File: config.mk
export PLATFORM = sky130hd
export DESIGN_NAME = rirc_top
export DESIGN_NICKNAME = d
export VERILOG_FILES = /design/src/logic/rirc_pkg.sv /design/src/logic/rirc_byte_reg.sv /design/src/logic/rirc_top.sv
export SDC_FILE = /design/constraint.sdc
export NUM_CORES = 1
export LEC_CHECK = 0
export BUFFER_PORTS_ARGS = -buffer_cell sky130_fd_sc_hd__buf_2
export CAP_MARGIN = 20
export CELL_PAD_IN_SITES_DETAIL_PLACEMENT = 1
export CELL_PAD_IN_SITES_GLOBAL_PLACEMENT = 1
export CORE_MARGIN = 2
export CORE_UTILIZATION = 37
export CTS_CLUSTER_DIAMETER = 80
export DETAILED_ROUTE_END_ITERATION = 8
export GPL_TIMING_DRIVEN = 0
export PLACE_DENSITY = 0.75
export SYNTH_ARGS = -nofsm -noshare
export SYNTH_HDL_FRONTEND = slang
export SYNTH_HIERARCHICAL = 1
export SYNTH_SLANG_ARGS = --single-unit
File: constraint.sdc
create_clock -name CLOCK -period 1.05 [get_ports CLOCK]
set_input_delay 0.0525 -clock CLOCK [delete_from_list [all_inputs] [get_ports CLOCK]]
set_output_delay 0.0525 -clock CLOCK [all_outputs]
set_load 0.01 [all_outputs]
File: src/logic/rirc_pkg.sv
// register map, field positions and reset values of the receiver control bank
package rirc_pkg;

  // register bus geometry
  localparam int unsigned ADDR_W_DEFAULT = 10;
  localparam int unsigned DATA_W         = 8;

  // register offsets
  localparam logic [9:0] CTL_OFFSET = 10'h01A;
  localparam logic [9:0] FB_OFFSET  = 10'h01B;

  // values after reset
  localparam logic [7:0] CTL_RESET = 8'h00;
  localparam logic [7:0] FB_RESET  = 8'h00;

  // input_receiver_control fields
  localparam int unsigned CTL_TEST_EN_BIT  = 7;
  localparam int unsigned CTL_SEC_DIFF_BIT = 6;
  localparam int unsigned CTL_PRI_DIFF_BIT = 5;
  localparam int unsigned CTL_SEC_EN_BIT   = 4;
  localparam int unsigned CTL_PRI_EN_BIT   = 3;
  localparam int unsigned CTL_PD_CTRL_BIT  = 2;
  localparam int unsigned CTL_OSC_NEG_BIT  = 1;
  localparam int unsigned CTL_OSC_DIFF_BIT = 0;

  // feedback_and_single_ended_select fields
  localparam int unsigned FB_ZD_INT_BIT  = 5;
  localparam int unsigned FB_OSC_FB_BIT  = 4;
  localparam int unsigned FB_ZD_PIN_BIT  = 3;
  localparam int unsigned FB_ZD_DIFF_BIT = 2;
  localparam int unsigned FB_SEC_PIN_BIT = 1;
  localparam int unsigned FB_PRI_PIN_BIT = 0;
  localparam logic [7:0]  FB_RSVD_MASK   = 8'hC0;

endpackage

File: src/logic/rirc_byte_reg.sv
// one byte-wide configuration register with write strobe
module rirc_byte_reg #(
  parameter int unsigned WIDTH     = 8,
  parameter logic [7:0]  RESET_VAL = 8'h00
) (
  // clock and reset
  input  wire logic             clk,
  input  wire logic             arst_n,
  // write side
  input  wire logic             wr_en,
  input  wire logic [WIDTH-1:0] wr_data,
  // stored value
  output logic      [WIDTH-1:0] value
);

  logic [WIDTH-1:0] value_q;
  logic [WIDTH-1:0] value_d;

  if (WIDTH != 8) begin : g_width_check
    $error("rirc_byte_reg supports only 8-bit registers");
  end

  always_comb begin
    value_d = value_q;
    if (wr_en) begin
      value_d = wr_data;
    end
  end

  always_ff @(posedge clk or negedge arst_n) begin
    if (!arst_n) begin
      value_q <= RESET_VAL;
    end else begin
      value_q <= value_d;
    end
  end

  assign value = value_q;

endmodule

File: src/logic/rirc_top.sv
// receiver control bank for the input loop: two registers and their decode
module rirc_top #(
  parameter int unsigned ADDR_W = rirc_pkg::ADDR_W_DEFAULT
) (
  // clock and reset
  input  wire logic              CLOCK,
  input  wire logic              ARST_N,
  // register port
  input  wire logic [ADDR_W-1:0] REG_ADDR,
  input  wire logic              REG_WR_STB,
  input  wire logic [7:0]        REG_WDATA,
  input  wire logic              REG_RD_STB,
  output logic      [7:0]        REG_RDATA,
  output logic                   REG_RD_VALID,
  output logic                   REG_RD_HIT,
  // test reference receiver
  output logic                   TEST_REF_RX_EN,
  // primary_reference_input receiver
  output logic                   PRIMARY_REFERENCE_INPUT_EN,
  output logic                   PRIMARY_REFERENCE_INPUT_DIFF,
  output logic                   PRIMARY_REFERENCE_INPUT_PIN_SEL,
  // secondary_reference_input receiver
  output logic                   SECONDARY_REFERENCE_INPUT_EN,
  output logic                   SECONDARY_REFERENCE_INPUT_DIFF,
  output logic                   SECONDARY_REFERENCE_INPUT_PIN_SEL,
  // oscillator_input receiver
  output logic                   OSCILLATOR_INPUT_DIFF,
  output logic                   OSCILLATOR_INPUT_NEG_SEL,
  // zero_delay_input receiver
  output logic                   ZERO_DELAY_INPUT_EN,
  output logic                   ZERO_DELAY_INPUT_DIFF,
  output logic                   ZERO_DELAY_INPUT_PIN_SEL,
  // input_loop feedback path
  output logic                   INPUT_LOOP_FB_OSC,
  output logic                   INPUT_LOOP_FB_ZD_INTERNAL,
  output logic                   INPUT_LOOP_FB_ZD_EXTERNAL
);

  localparam int unsigned NREG = 2;

  if (ADDR_W < 5) begin : g_addr_check
    $error("rirc_top needs at least 5 address bits");
  end

  // one decoder shared by the write and read paths
  function automatic logic addr_hit(input logic [ADDR_W-1:0] addr,
                                    input logic [9:0]        offset);
    addr_hit = (addr == ADDR_W'(offset));
  endfunction

  logic [NREG-1:0]      wr_sel;
  logic [NREG-1:0][7:0] reg_val;
  logic [7:0]           ctl;
  logic [7:0]           fb;

  // register storage
  for (genvar i = 0; i < NREG; i++) begin : g_regs
    localparam logic [9:0] OFS = (i == 0) ? rirc_pkg::CTL_OFFSET : rirc_pkg::FB_OFFSET;
    localparam logic [7:0] RST = (i == 0) ? rirc_pkg::CTL_RESET : rirc_pkg::FB_RESET;
    // reserved bits are stored as written and read back
    assign wr_sel[i] = REG_WR_STB && addr_hit(REG_ADDR, OFS);
    rirc_byte_reg #(
      .WIDTH     (8),
      .RESET_VAL (RST)
    ) u_reg (
      .clk     (CLOCK),
      .arst_n  (ARST_N),
      .wr_en   (wr_sel[i]),
      .wr_data (REG_WDATA),
      .value   (reg_val[i])
    );
  end

  assign ctl = reg_val[0];
  assign fb  = reg_val[1];

  // read path, answer one cycle after the strobe
  logic [7:0] rdata_q;
  logic [7:0] rdata_d;
  logic       rvalid_q;
  logic       rvalid_d;
  logic       rhit_q;
  logic       rhit_d;

  always_comb begin
    rdata_d  = 8'h00;
    rhit_d   = 1'b0;
    rvalid_d = REG_RD_STB;
    if (REG_RD_STB) begin
      if (addr_hit(REG_ADDR, rirc_pkg::CTL_OFFSET)) begin
        rdata_d = ctl;
        rhit_d  = 1'b1;
      end else if (addr_hit(REG_ADDR, rirc_pkg::FB_OFFSET)) begin
        rdata_d = fb; // full byte incl. reserved bits
        rhit_d  = 1'b1;
      end
    end
  end

  always_ff @(posedge CLOCK or negedge ARST_N) begin
    if (!ARST_N) begin
      rdata_q  <= 8'h00;
      rvalid_q <= 1'b0;
      rhit_q   <= 1'b0;
    end else begin
      rdata_q  <= rdata_d;
      rvalid_q <= rvalid_d;
      rhit_q   <= rhit_d;
    end
  end

  assign REG_RDATA    = rdata_q;
  assign REG_RD_VALID = rvalid_q;
  assign REG_RD_HIT   = rhit_q;

  // receiver decode straight from the stored bits, so a write shows
  // on the cycle after its strobe
  logic pd_ctrl;
  logic pri_diff;
  logic sec_diff;
  logic osc_diff;
  logic zd_diff;
  logic fb_osc;

  assign pd_ctrl  = ctl[rirc_pkg::CTL_PD_CTRL_BIT];
  assign pri_diff = ctl[rirc_pkg::CTL_PRI_DIFF_BIT];
  assign sec_diff = ctl[rirc_pkg::CTL_SEC_DIFF_BIT];
  assign osc_diff = ctl[rirc_pkg::CTL_OSC_DIFF_BIT];
  assign zd_diff  = fb[rirc_pkg::FB_ZD_DIFF_BIT];
  assign fb_osc   = fb[rirc_pkg::FB_OSC_FB_BIT];

  assign TEST_REF_RX_EN = ctl[rirc_pkg::CTL_TEST_EN_BIT];

  // without power-down control both references stay up
  assign PRIMARY_REFERENCE_INPUT_EN   = !pd_ctrl || ctl[rirc_pkg::CTL_PRI_EN_BIT];
  assign SECONDARY_REFERENCE_INPUT_EN = !pd_ctrl || ctl[rirc_pkg::CTL_SEC_EN_BIT];

  assign PRIMARY_REFERENCE_INPUT_DIFF   = pri_diff;
  assign SECONDARY_REFERENCE_INPUT_DIFF = sec_diff;

  // pin choice only matters single-ended; held low otherwise
  assign PRIMARY_REFERENCE_INPUT_PIN_SEL   = !pri_diff && fb[rirc_pkg::FB_PRI_PIN_BIT];
  assign SECONDARY_REFERENCE_INPUT_PIN_SEL = !sec_diff && fb[rirc_pkg::FB_SEC_PIN_BIT];

  assign OSCILLATOR_INPUT_DIFF    = osc_diff;
  assign OSCILLATOR_INPUT_NEG_SEL = !osc_diff && ctl[rirc_pkg::CTL_OSC_NEG_BIT];

  // zero-delay mode bit is ignored while local feedback is chosen
  assign INPUT_LOOP_FB_OSC         = fb_osc;
  assign INPUT_LOOP_FB_ZD_INTERNAL = !fb_osc && fb[rirc_pkg::FB_ZD_INT_BIT];
  assign INPUT_LOOP_FB_ZD_EXTERNAL = !fb_osc && !fb[rirc_pkg::FB_ZD_INT_BIT];
  assign ZERO_DELAY_INPUT_EN       = INPUT_LOOP_FB_ZD_EXTERNAL;

  assign ZERO_DELAY_INPUT_DIFF    = zd_diff;
  assign ZERO_DELAY_INPUT_PIN_SEL = !zd_diff && fb[rirc_pkg::FB_ZD_PIN_BIT];

  logic wr_ctl;
  logic wr_fb;
  assign wr_ctl = REG_WR_STB && (REG_ADDR == ADDR_W'(rirc_pkg::CTL_OFFSET));
  assign wr_fb  = REG_WR_STB && (REG_ADDR == ADDR_W'(rirc_pkg::FB_OFFSET));
endmodule

Word-level counts from Yosys, hierarchy flattened. Cells that the tools add are included.

Input port bits: 22. Logic and storage cells: 30. Register bits: 26.

Equal/unequal tests: 2. Reduce and logical (&&, ||, !) cells: 17. Muxes and demuxes: 6.

Operators by type and width (number): $mux W8 (3); $eq A10 B5 Y1 const B (2); $logic_and A1 B1 Y1 (8); $logic_not A1 Y1 (7); $mux W1 (3); $logic_or A1 B1 Y1 (2).

Longest topological paths before layout. Gate-level depths: netlist of run 1.

Word-level depth: 4. Depth in mapped cells: 5.

Hierarchy. Netlist of run 1, hierarchy kept.

By module, submodules not included: rirc_byte_reg (area an instance 331.6 um^2, times used 2, cells each 17, seq. area each 200.2 um^2); rirc_top (area an instance 509.2 um^2, times used 1, cells each 46, seq. area each 250.2 um^2).

Worst setup path after synthesis of run 1. No wires, ideal clock.

Path kind: input port to flip-flop. Start point: in REG_ADDR[9]. End point: reg g_regs[0].u_reg.value_q[0]. Arrival time: 1413 ps. Setup time: 125 ps. Stages on the path: 5. Path buffers: 2. Setup slack: -488 ps. Data required time: 925 ps. Path through: or4b_4 > buf_6 > nor3_1 > buf_6 > mux2_4.

Longest elaborated chain between the ends: 2.

RTL lines: start, declared (line rirc_top.sv:9) `input wire logic [ADDR_W-1:0] REG_ADDR,`; $eq A10 B5 Y1; $logic_and A1 B1 Y1; via wr_sel[0] (line rirc_top.sv:51) `logic [NREG-1:0] wr_sel;`; end signal, assigned (line rirc_byte_reg.sv:34) `value_q <= value_d;`; end, declared (line rirc_byte_reg.sv:16) `logic [WIDTH-1:0] value_q;`.

The timed path passes the listed nets, and every way through them passes these cells. A chain may end at the register's enable or synchronous reset.

Worst setup path after layout of run 1.
Start point: reg g_regs[1].u_reg.value_q[5]. End point: out ZERO_DELAY_INPUT_EN.

Longest elaborated chain between the ends: 2.

RTL lines: start, declared (line rirc_byte_reg.sv:16); start signal, assigned (line rirc_byte_reg.sv:34); $logic_not A1 Y1 (line rirc_top.sv:151) `assign INPUT_LOOP_FB_ZD_EXTERNAL = !fb_osc && !fb[rirc_pkg::FB_ZD_INT_BIT];`; $logic_and A1 B1 Y1 (line rirc_top.sv:151); end, declared (line rirc_top.sv:30) `output logic ZERO_DELAY_INPUT_EN,`.

No other way between the ends.

==> results of run 1 <==
-- state kept, by name, indices dropped and copies added, names as in the netlist --
register	flops
g_regs.u_reg/value	16
REG_RDATA	8
REG_RD_HIT	1
REG_RD_VALID	1
-- power groups by stage --
stage	sequential (mW)	combinational, mW	clock, mW
after global routing	1.02	0.225	0.561
after floorplan	1.04	0.0600	0
final	1.02	0.206	0.510
after global placement	1.04	0.141	0
after CTS	1.02	0.197	0.519
after detailed placement	1.04	0.147	0
-- metal layers --
metal	vias up	track usage, %	wire, um
met5	-	0	0
met4	0	4.76	34
met3	4	2.60	153
met2	37	33.1	1640
met1	469	22.4	1320
li1	433	-	-
-- cell families (layout without fill, tap and decap cells) --
logic type / Yosys count / after routing / synth area share [%]
flip-flops: 26 / 26 / 55.5
buffers and inverters: 6 / 78 / 4.16
multiplexers: 24 / 24 / 27.3
AND/OR/NAND/NOR: 24 / 24 / 13.0
-- critical path: cells and delay by family, from the launching register on --
kind	cells	cell delay, ps
AND/OR/NAND/NOR	1	140
buffers and inverters	2	210
flip-flops	1	430
-- synthesized netlist by cell type, types with 2 or more instances --
library cell,count
mux2_4,16
nor4_1,8
mux2i_1,8
nand2b_1,2
nor3_1,3
dfrtp_1,26
clkbuf_1,2
nor2b_1,5
buf_6,3
-- final cells by class --
| type | count | area [sq um] |
|---|---|---|
| fill | 321 | 1260 |
| multi-input combinational | 48 | 529 |
| sequential | 26 | 652 |
| timing repair buffer | 69 | 449 |
| clock buffer | 4 | 36.3 |
| buffer | 5 | 50.0 |
| tap | 44 | 55.1 |
-- what timing repair did --
| item | in CTS | in global routing |
|---|---|---|
| endpoints found under the setup margin | 25 | 30 |
| pin swaps | 2 | 3 |
| resized for setup | 5 | 8 |
| setup buffers | 13 | 1 |
| hold endpoints to repair | 44 | 1 |
-- metrics by stage --
stage / instances / setup TNS, ps / setup slack [ps] / power (mW) / area (sq um)
2_1_floorplan: 80 / -5960 / -372 / 1.10 / 1200
3_3_place_gp: 169 / -9130 / -531 / 1.18 / 1480
3_5_place_dp: 169 / -10180 / -567 / 1.19 / 1480
4_1_cts: 195 / -1640 / -108 / 1.74 / 1730
5_1_grt: 196 / -2670 / -173 / 1.81 / 1770
6_report: 196 / -1700 / -110 / 1.74 / 1770
-- worst paths after layout --
check,startpoint,end,slack [ps],cells past startpoint
min,REG_ADDR[2],REG_RDATA[7]$_DFF_PN0_,-2,3
max in group asynchronous,ARST_N,g_regs[0].u_reg/value[2]$_DFFE_PN0P_,390,2
max,g_regs[1].u_reg/value[5]$_DFFE_PN0P_,ZERO_DELAY_INPUT_EN,-110,3
min in group asynchronous,ARST_N,g_regs[0].u_reg/value[0]$_DFFE_PN0P_,230,2
min reg2reg,g_regs[1].u_reg/value[6]$_DFFE_PN0P_,g_regs[1].u_reg/value[6]$_DFFE_PN0P_,530,1
max reg2reg,g_regs[1].u_reg/value[4]$_DFFE_PN0P_,REG_RDATA[4]$_DFF_PN0_,-50,3
==> flow_summary_export.csv, run 1 <==
group,metric,value,unit
outcome,status,"finished, violations left",
outcome,violations,"negative hold slack, negative setup slack",
clock_network,postCtsHoldBufs,10,
grt,gr-usage-all-layers,18.2,%
flow_run,drv_cap,0,
setup_path,path_class,"flip-flop to primary output",
sta,hold_violations,1,
place,port_buffers,45,
yosys,ys_seq_elements,26,
setup_path,cp_max_fo,3,
yosys,synth_top_area_cell,"dfrtp_1",
finish,post-route-util,58.5,%
sta,worstMarginPinSlew,582,ps
yosys,synth_edf_count,0,
grt,antenna_found_initial,0,
route,drc_errors,0,
route,drt-pass1-iter-count,4,
yosys,synth-main-ff-cell,"dfrtp_1",
pwr,p_leak,0.936,nW
pwr,ir_worst_vdd,0.000583,V
clock_network,cts_tree,"built",
floorplan,coreArea,3030,sq um
sta,fin_ws,-110,ps
floorplan,start_util,38.7,%
yosys,ys_warn_count,6,
yosys,synthArstFlopShare,100,%
grt,grt_pass1_wl,4.73,mm
yosys,synth_area_leaders,"dfrtp_1, mux2_4, mux2i_1",
pwr,power_density,980,nW/um^2
pwr,p_int,1.34,mW
setup_path,worstPathArrival,1110,ps
floorplan,ios,47,
finish,final_cell_mix,"buf_2, dfrtp_1, mux2_4",
grt,grt_max_degree,27,
setup_path,slowest_delay,430,ps
setup_path,cpMaxStageDelayCell,"dfrtp_1",
sta,rsz0062_at_grt,"true",
clock_network,cts_num_sinks,26,
grt,grt_pass1_vias,955,
setup_path,crit_path_end_kind,"primary output",
route,drt_first_iter_violations,10,
yosys,netlist_area,1170,sq um
floorplan,die_x,60.3,um
sta,timing.hold.ws,-1.69,ps
grt,overflow,0,
pwr,power_switching_share,23.1,%
floorplan,fp.dieH,60.3,um
clock_network,cts_buffer_depth,2,
yosys,netlist.area_leader.share,55.5,%
setup_path,cp_data_required_time,1000,ps
finish,fin_nets,175,
clock_network,htreeDepth,1,
sta,slew_viol_final,0,
route,wirelength,3.15,mm
worst_hold_path,worstHoldPathType,"input port to flip-flop",
finish,antenna_cells,0,
floorplan,rows,20,
pwr,seq_power_share,58.8,%
finish,drive_gt1_share,61.8,%
sta,fmax,0.862,GHz
clock_network,clk_pin_slew,150,ps
sta,final-setup-viol-count,25,
pwr,switching_power,0.401,mW
place,gp_congestion,0.707,
sta,finalClockSkew,9.50,ps
finish,final_common_cell,"buf_2",
pwr,power_frac_comb,11.9,%
route,ant_nets,0,
yosys,synth_nets,102,
clock_network,cts_made_buffers,3,
sta,relSlewSlack,61.2,%
sta,min_period_over_period,111,%
yosys,avgSynthCellArea,14.7,sq um
yosys,syn_inst,80,
place,dp_hpwl,1.91,mm
floorplan,dieArea,3630,sq um
yosys,yosysUniqueCellTypes,16,
route,vias_per_cell,4.81,
clock_network,insertion_delay,320,ps
route,vias,943,
setup_path,path_cells,"nor2_2 > buf_4 > buf_6",
clock_network,clockRootBuffer,"clkbuf_4",
setup_path,cp-start-kind,"flip-flop",
finish,area_delta_synth_final,51.1,%
yosys,ys_seq_area_share,55.5,%
pwr,clkPwrFrac,29.4,%
route,wl_per_cell,16.1,um
sta,finalCriticalPeriod,1160,ps
Power figures use the tool's default switching activity.
==> run 2: changes to the inputs <==
--- a/config.mk
+++ b/config.mk
@@ -15,6 +15,7 @@
 export DETAILED_ROUTE_END_ITERATION = 8
 export GPL_TIMING_DRIVEN = 0
 export PLACE_DENSITY = 0.75
+export SKIP_LAST_GASP = 1
 export SYNTH_ARGS = -nofsm -noshare
 export SYNTH_HDL_FRONTEND = slang
 export SYNTH_HIERARCHICAL = 1
==> flow_summary_export.csv, run 2 (synthesized netlist as in run 1, its figures left out) <==
group,metric,value,unit
outcome,status,"finished, violations left",
outcome,violations,"negative hold slack, negative setup slack",
finish,post-route-util,58.5,%
grt,antenna_found_initial,0,
floorplan,fp.dieH,60.3,um
setup_path,cp_max_fo,3,
setup_path,slowest_delay,430,ps
finish,drive_gt1_share,61.8,%
pwr,clkPwrFrac,29.4,%
sta,slew_viol_final,0,
clock_network,clockRootBuffer,"clkbuf_4",
flow_run,drv_cap,0,
route,vias,940,
clock_network,cts_made_buffers,3,
setup_path,reg2reg_from,"g_regs[1].u_reg/value[5]$_DFFE_PN0P_",
finish,area_delta_synth_final,51.1,%
setup_path,path_cells,"nor2_2 > buf_4 > buf_6",
sta,finalCriticalPeriod,1150,ps
clock_network,cts_buffer_depth,2,
worst_hold_path,worstHoldPathType,"input port to flip-flop",
floorplan,dieArea,3630,sq um
sta,finalClockSkew,8.73,ps
floorplan,die_x,60.3,um
route,ant_nets,0,
pwr,ir_worst_vdd,0.000583,V
place,dpl_cell_area,1480,sq um
route,vias_per_cell,4.80,
finish,fill_cells,321,
grt,grt_pass1_wl,4.73,mm
grt,grt_pass1_vias,955,
sta,timing.hold.ws,-2.73,ps
place,port_buffers,45,
sta,final-setup-viol-count,26,
pwr,p_leak,0.936,nW
pwr,seq_power_share,58.7,%
setup_path,worstPathArrival,1100,ps
pwr,power,1.74,mW
clock_network,clk_pin_slew,150,ps
pwr,p_int,1.34,mW
sta,worstMarginPinSlew,576,ps
finish,antenna_cells,0,
floorplan,ios,47,
pwr,power_density,981,nW/um^2
sta,hold_violations,1,
place,dp_hpwl,1.91,mm
sta,relSlewSlack,61.6,%
route,drt-pass1-iter-count,4,
floorplan,coreArea,3030,sq um
setup_path,cp_data_required_time,1000,ps
clock_network,cts_num_sinks,26,
grt,gr-usage-all-layers,18.2,%
setup_path,path_buf_inv,2,
sta,fmax,0.867,GHz
finish,largest_reg_flops,16,
sta,rsz0062_at_grt,"true",
setup_path,cp-startpoint,"g_regs[1].u_reg/value[5]$_DFFE_PN0P_",
finish,post-route-cell-area,1770,sq um
clock_network,cts_tree,"built",
finish,final_cell_mix,"buf_2, dfrtp_1, mux2_4",
finish,fin_nets,175,
clock_network,postCtsHoldBufs,10,
setup_path,cpLargestDelayFamily,"flip-flops",
route,drt_first_iter_violations,9,
setup_path,path_class,"flip-flop to primary output",
floorplan,start_util,38.7,%
route,drc_errors,0,
setup_path,cp-start-kind,"flip-flop",
pwr,power_frac_comb,11.8,%
floorplan,rows,20,
setup_path,cpMaxStageDelayCell,"dfrtp_1",
route,wirelength,3.14,mm
pwr,power_switching_share,23.1,%
setup_path,crit_path_end_kind,"primary output",
sta,fin_ws,-103,ps
grt,overflow,0,
clock_network,htreeDepth,1,
route,wl_per_cell,16.0,um
clock_network,insertion_delay,320,ps
worst_hold_path,min_from,"REG_ADDR[2]",
grt,grt_max_degree,27,
place,gp_congestion,0.707,
sta,min_period_over_period,110,%
finish,final_common_cell,"buf_2",
pwr,switching_power,0.402,mW
## run 2: final timing paths
path / end / slack (ps) / cells past startpoint
min in group asynchronous: g_regs[0].u_reg/value[0]$_DFFE_PN0P_ / 230 / 2
max reg2reg: REG_RDATA[5]$_DFF_PN0_ / -60 / 4
min: REG_RDATA[7]$_DFF_PN0_ / -3 / 3
max in group asynchronous: g_regs[0].u_reg/value[2]$_DFFE_PN0P_ / 400 / 2
min reg2reg: g_regs[1].u_reg/value[6]$_DFFE_PN0P_ / 530 / 1
max: ZERO_DELAY_INPUT_EN / -100 / 3
## run 2: final cells by class
| class | count | area [sq um] | area share (%) |
|---|---|---|---|
| flip-flops and latches | 26 | 652 | 36.8 |
| multi-input cells | 48 | 529 | 29.9 |
| repair buffers | 69 | 449 | 25.4 |
| well taps | 44 | 55.1 | 3.11 |
| plain buffers | 5 | 50.0 | 2.82 |
| clock buffers | 4 | 36.3 | 2.05 |
## run 2: worst reg2reg max path, delay by kind of cell, from the launching register on
family                 cells  cell delay, ps
and+or+nand+nor            1             300
DFF                        1             410
buffers and inverters      2             230
muxes                      1              60
## run 2: metal layers
| layer | up-vias | global-route usage [%] | wire length, um |
|---|---|---|---|
| met5 | - | 0 | 0 |
| met4 | 0 | 4.76 | 36 |
| met3 | 4 | 2.60 | 190 |
| met2 | 38 | 33.1 | 1640 |
| met1 | 464 | 22.4 | 1270 |
| li1 | 434 | - | - |
## run 2: what timing repair did
action | in CTS | in global routing
endpoints found under the setup margin | 25 | 30
pin swaps | 2 | 2
gates resized for setup | 5 | 8
buffers inserted | 13 | 1
endpoints found under the hold margin | 44 | 1
## run 2: per-stage QoR
stage / instances / setup TNS (ps) / hold WS (ps) / worst slack [ps]
after global routing: 196 / -2720 / -11.4 / -173
after floorplan: 80 / -5960 / -243 / -372
final: 196 / -1730 / -2.73 / -103
after global placement: 169 / -9130 / 70.6 / -531
after CTS: 195 / -1640 / -22.2 / -108
after detailed placement: 169 / -10180 / 86.3 / -567
## run 2: power groups by stage
stage	Clock [mW]	Sequential (mW)	Combinational, mW
after floorplan	0	1.04	0.0600
after global placement	0	1.04	0.141
after detailed placement	0	1.04	0.147
after CTS	0.519	1.02	0.197
after global routing	0.561	1.02	0.225
final	0.511	1.02	0.206
==> run 3: changes to the inputs <==
--- a/config.mk
+++ b/config.mk
@@ -10,11 +10,12 @@
 export CELL_PAD_IN_SITES_DETAIL_PLACEMENT = 1
 export CELL_PAD_IN_SITES_GLOBAL_PLACEMENT = 1
 export CORE_MARGIN = 2
-export CORE_UTILIZATION = 37
+export CORE_UTILIZATION = 39
+export CTS_BUF_LIST = sky130_fd_sc_hd__clkbuf_8
 export CTS_CLUSTER_DIAMETER = 80
 export DETAILED_ROUTE_END_ITERATION = 8
 export GPL_TIMING_DRIVEN = 0
-export PLACE_DENSITY = 0.75
+export PLACE_DENSITY = 0.79
 export SKIP_LAST_GASP = 1
 export SYNTH_ARGS = -nofsm -noshare
 export SYNTH_HDL_FRONTEND = slang
==> flow_summary_export.csv, run 3 (synthesized netlist as in run 1, its figures left out) <==
group,metric,value,unit
outcome,status,"finished, violations left",
outcome,violations,"design-rule violations, negative setup slack",
finish,final_common_cell,"buf_2",
sta,final-setup-viol-count,20,
setup_path,rr_endpoint,"REG_RDATA[4]$_DFF_PN0_",
sta,min_period_over_period,116,%
route,wl_met1,1.21,mm
route,ant_nets,0,
route,wl_per_cell,16.9,um
setup_path,cp-start-kind,"input port",
floorplan,coreArea,2810,sq um
place,dpl_cell_area,1460,sq um
worst_hold_path,hold_end,"g_regs[1].u_reg/value[1]$_DFFE_PN0P_",
route,drt-pass1-iter-count,6,
place,gp_congestion,0.696,
route,wirelength,2.90,mm
floorplan,rows,19,
pwr,ir_worst_vdd,0.00100,V
clock_network,htreeDepth,1,
finish,drive_gt1_share,61.4,%
setup_path,reg2reg_from,"g_regs[1].u_reg/value[4]$_DFFE_PN0P_",
grt,overflow,0,
floorplan,die_x,58.8,um
route,vias,885,
finish,largest_reg_flops,16,
finish,fin_nets,163,
grt,gr-usage-all-layers,18.4,%
worst_hold_path,min_from,"REG_WDATA[1]",
sta,finalCriticalPeriod,1210,ps
finish,final_cell_mix,"buf_2, dfrtp_1, mux2_4",
setup_path,path_class,"input port to flip-flop",
sta,timing.hold.ws,20.4,ps
setup_path,path_cells,"buf_6 > or4b_4 > nor3_4 > buf_6 > mux2_4",
route,drc_errors,4,
clock_network,insertion_delay,270,ps
worst_hold_path,worstHoldPathCells,2,
sta,worstMarginPinSlew,569,ps
clock_network,cts_made_buffers,3,
finish,post-route-util,58.5,%
clock_network,cts_buffer_depth,2,
clock_network,cts_tree,"built",
grt,grt_pass1_vias,918,
setup_path,worstPathArrival,1380,ps
route,vias_per_cell,5.18,
route,dr.max_layer_used,"met4",
finish,area_delta_synth_final,40.0,%
setup_path,reg2regPathDepth,4,
route,wl_met3,232,um
floorplan,fp.dieH,58.8,um
grt,grt_max_degree,27,
setup_path,crit_path_frequent_cell,"buf_6",
flow_run,drv_cap,0,
setup_path,r2r_slack,-20,ps
sta,fin_ws,-163,ps
grt,antenna_found_initial,0,
route,wl_met2,1.44,mm
finish,post-route-cell-area,1640,sq um
finish,antenna_cells,0,
place,dp_hpwl,1.94,mm
place,dpl_worst_slack,-600,ps
sta,fmax,0.824,GHz
setup_path,slowest_delay,580,ps
setup_path,crit_path_end_kind,"flip-flop",
worst_hold_path,worstHoldPathType,"input port to flip-flop",
clock_network,cts_num_sinks,26,
pwr,p_leak,0.885,nW
sta,hold_violations,0,
clock_network,clk_pin_slew,90,ps
place,port_buffers,45,
grt,grt_pass1_wl,4.66,mm
setup_path,cpLargestDelayFamily,"simple AND/OR/NAND/NOR gates",
floorplan,ios,47,
route,drt_first_iter_violations,29,
setup_path,cp_data_required_time,1210,ps
sta,relSlewSlack,62.0,%
sta,finalClockSkew,1.42,ps
sta,slew_viol_final,0,
floorplan,start_util,41.8,%
setup_path,cp_max_fo,8,
sta,rsz0062_at_grt,"true",
clock_network,clockRootBuffer,"clkbuf_8",
setup_path,path_buf_inv,2,
pwr,power_density,1120,nW/um^2
floorplan,dieArea,3460,sq um
setup_path,cpMaxStageDelayCell,"or4b_4",
run 3: worst max path at each step:
stage	endpoint	cells past startpoint	slack [ps]	start
after CTS	g_regs[1].u_reg/value[0]$_DFFE_PN0P_	5	-160	REG_ADDR[5]
after global routing	g_regs[1].u_reg/value[0]$_DFFE_PN0P_	5	-200	REG_ADDR[5]
after global placement	g_regs[0].u_reg/value[5]$_DFFE_PN0P_	6	-540	REG_ADDR[7]
final	g_regs[0].u_reg/value[5]$_DFFE_PN0P_	5	-160	REG_ADDR[5]
after floorplan	g_regs[0].u_reg/value[0]$_DFFE_PN0P_	5	-370	REG_ADDR[9]
after detailed placement	g_regs[1].u_reg/value[0]$_DFFE_PN0P_	6	-600	REG_ADDR[7]
run 3: layout make-up:
| class | instances | area [sq um] |
|---|---|---|
| well taps | 31 | 38.8 |
| plain buffers | 5 | 50.0 |
| clock buffers | 4 | 55.1 |
| multi-input cells | 48 | 510 |
| fillers | 304 | 1160 |
| flip-flops and latches | 26 | 651 |
| repair buffers | 57 | 337 |
run 3: worst register-to-register path, cell delays in order, from the launching register on:
cell     delay, ps
dfrtp_1        390
buf_6          120
buf_4          100
mux2i_1         70
nor4_1         290
run 3: metrics by stage:
step / setup TNS, ps / std cells / power [mW]
final: -2550 / 171 / 1.85
after global routing: -3330 / 171 / 1.92
after CTS: -2430 / 167 / 1.85
after detailed placement: -10740 / 156 / 1.19
after global placement: -9460 / 156 / 1.18
after floorplan: -5960 / 80 / 1.10
run 3: power by group:
group          switching, mW  internal, mW
clock network          0.317         0.336
logic                 0.0861        0.0879
registers            0.00841          1.01
run 3: repair_timing:
action                     CTS  global route
hold endpoints to repair    27             0
hold buffers                 2             0
setup endpoints to repair   17            25
buffers inserted             6             4
resized for setup            5             6
pin swaps                    2             1
run 3: metal layers:
metal / GRT usage, % / vias up
li1: - / 410
met5: 0 / -
met3: 6.15 / 2
met1: 23.2 / 437
met4: 3.90 / 0
met2: 30.6 / 36
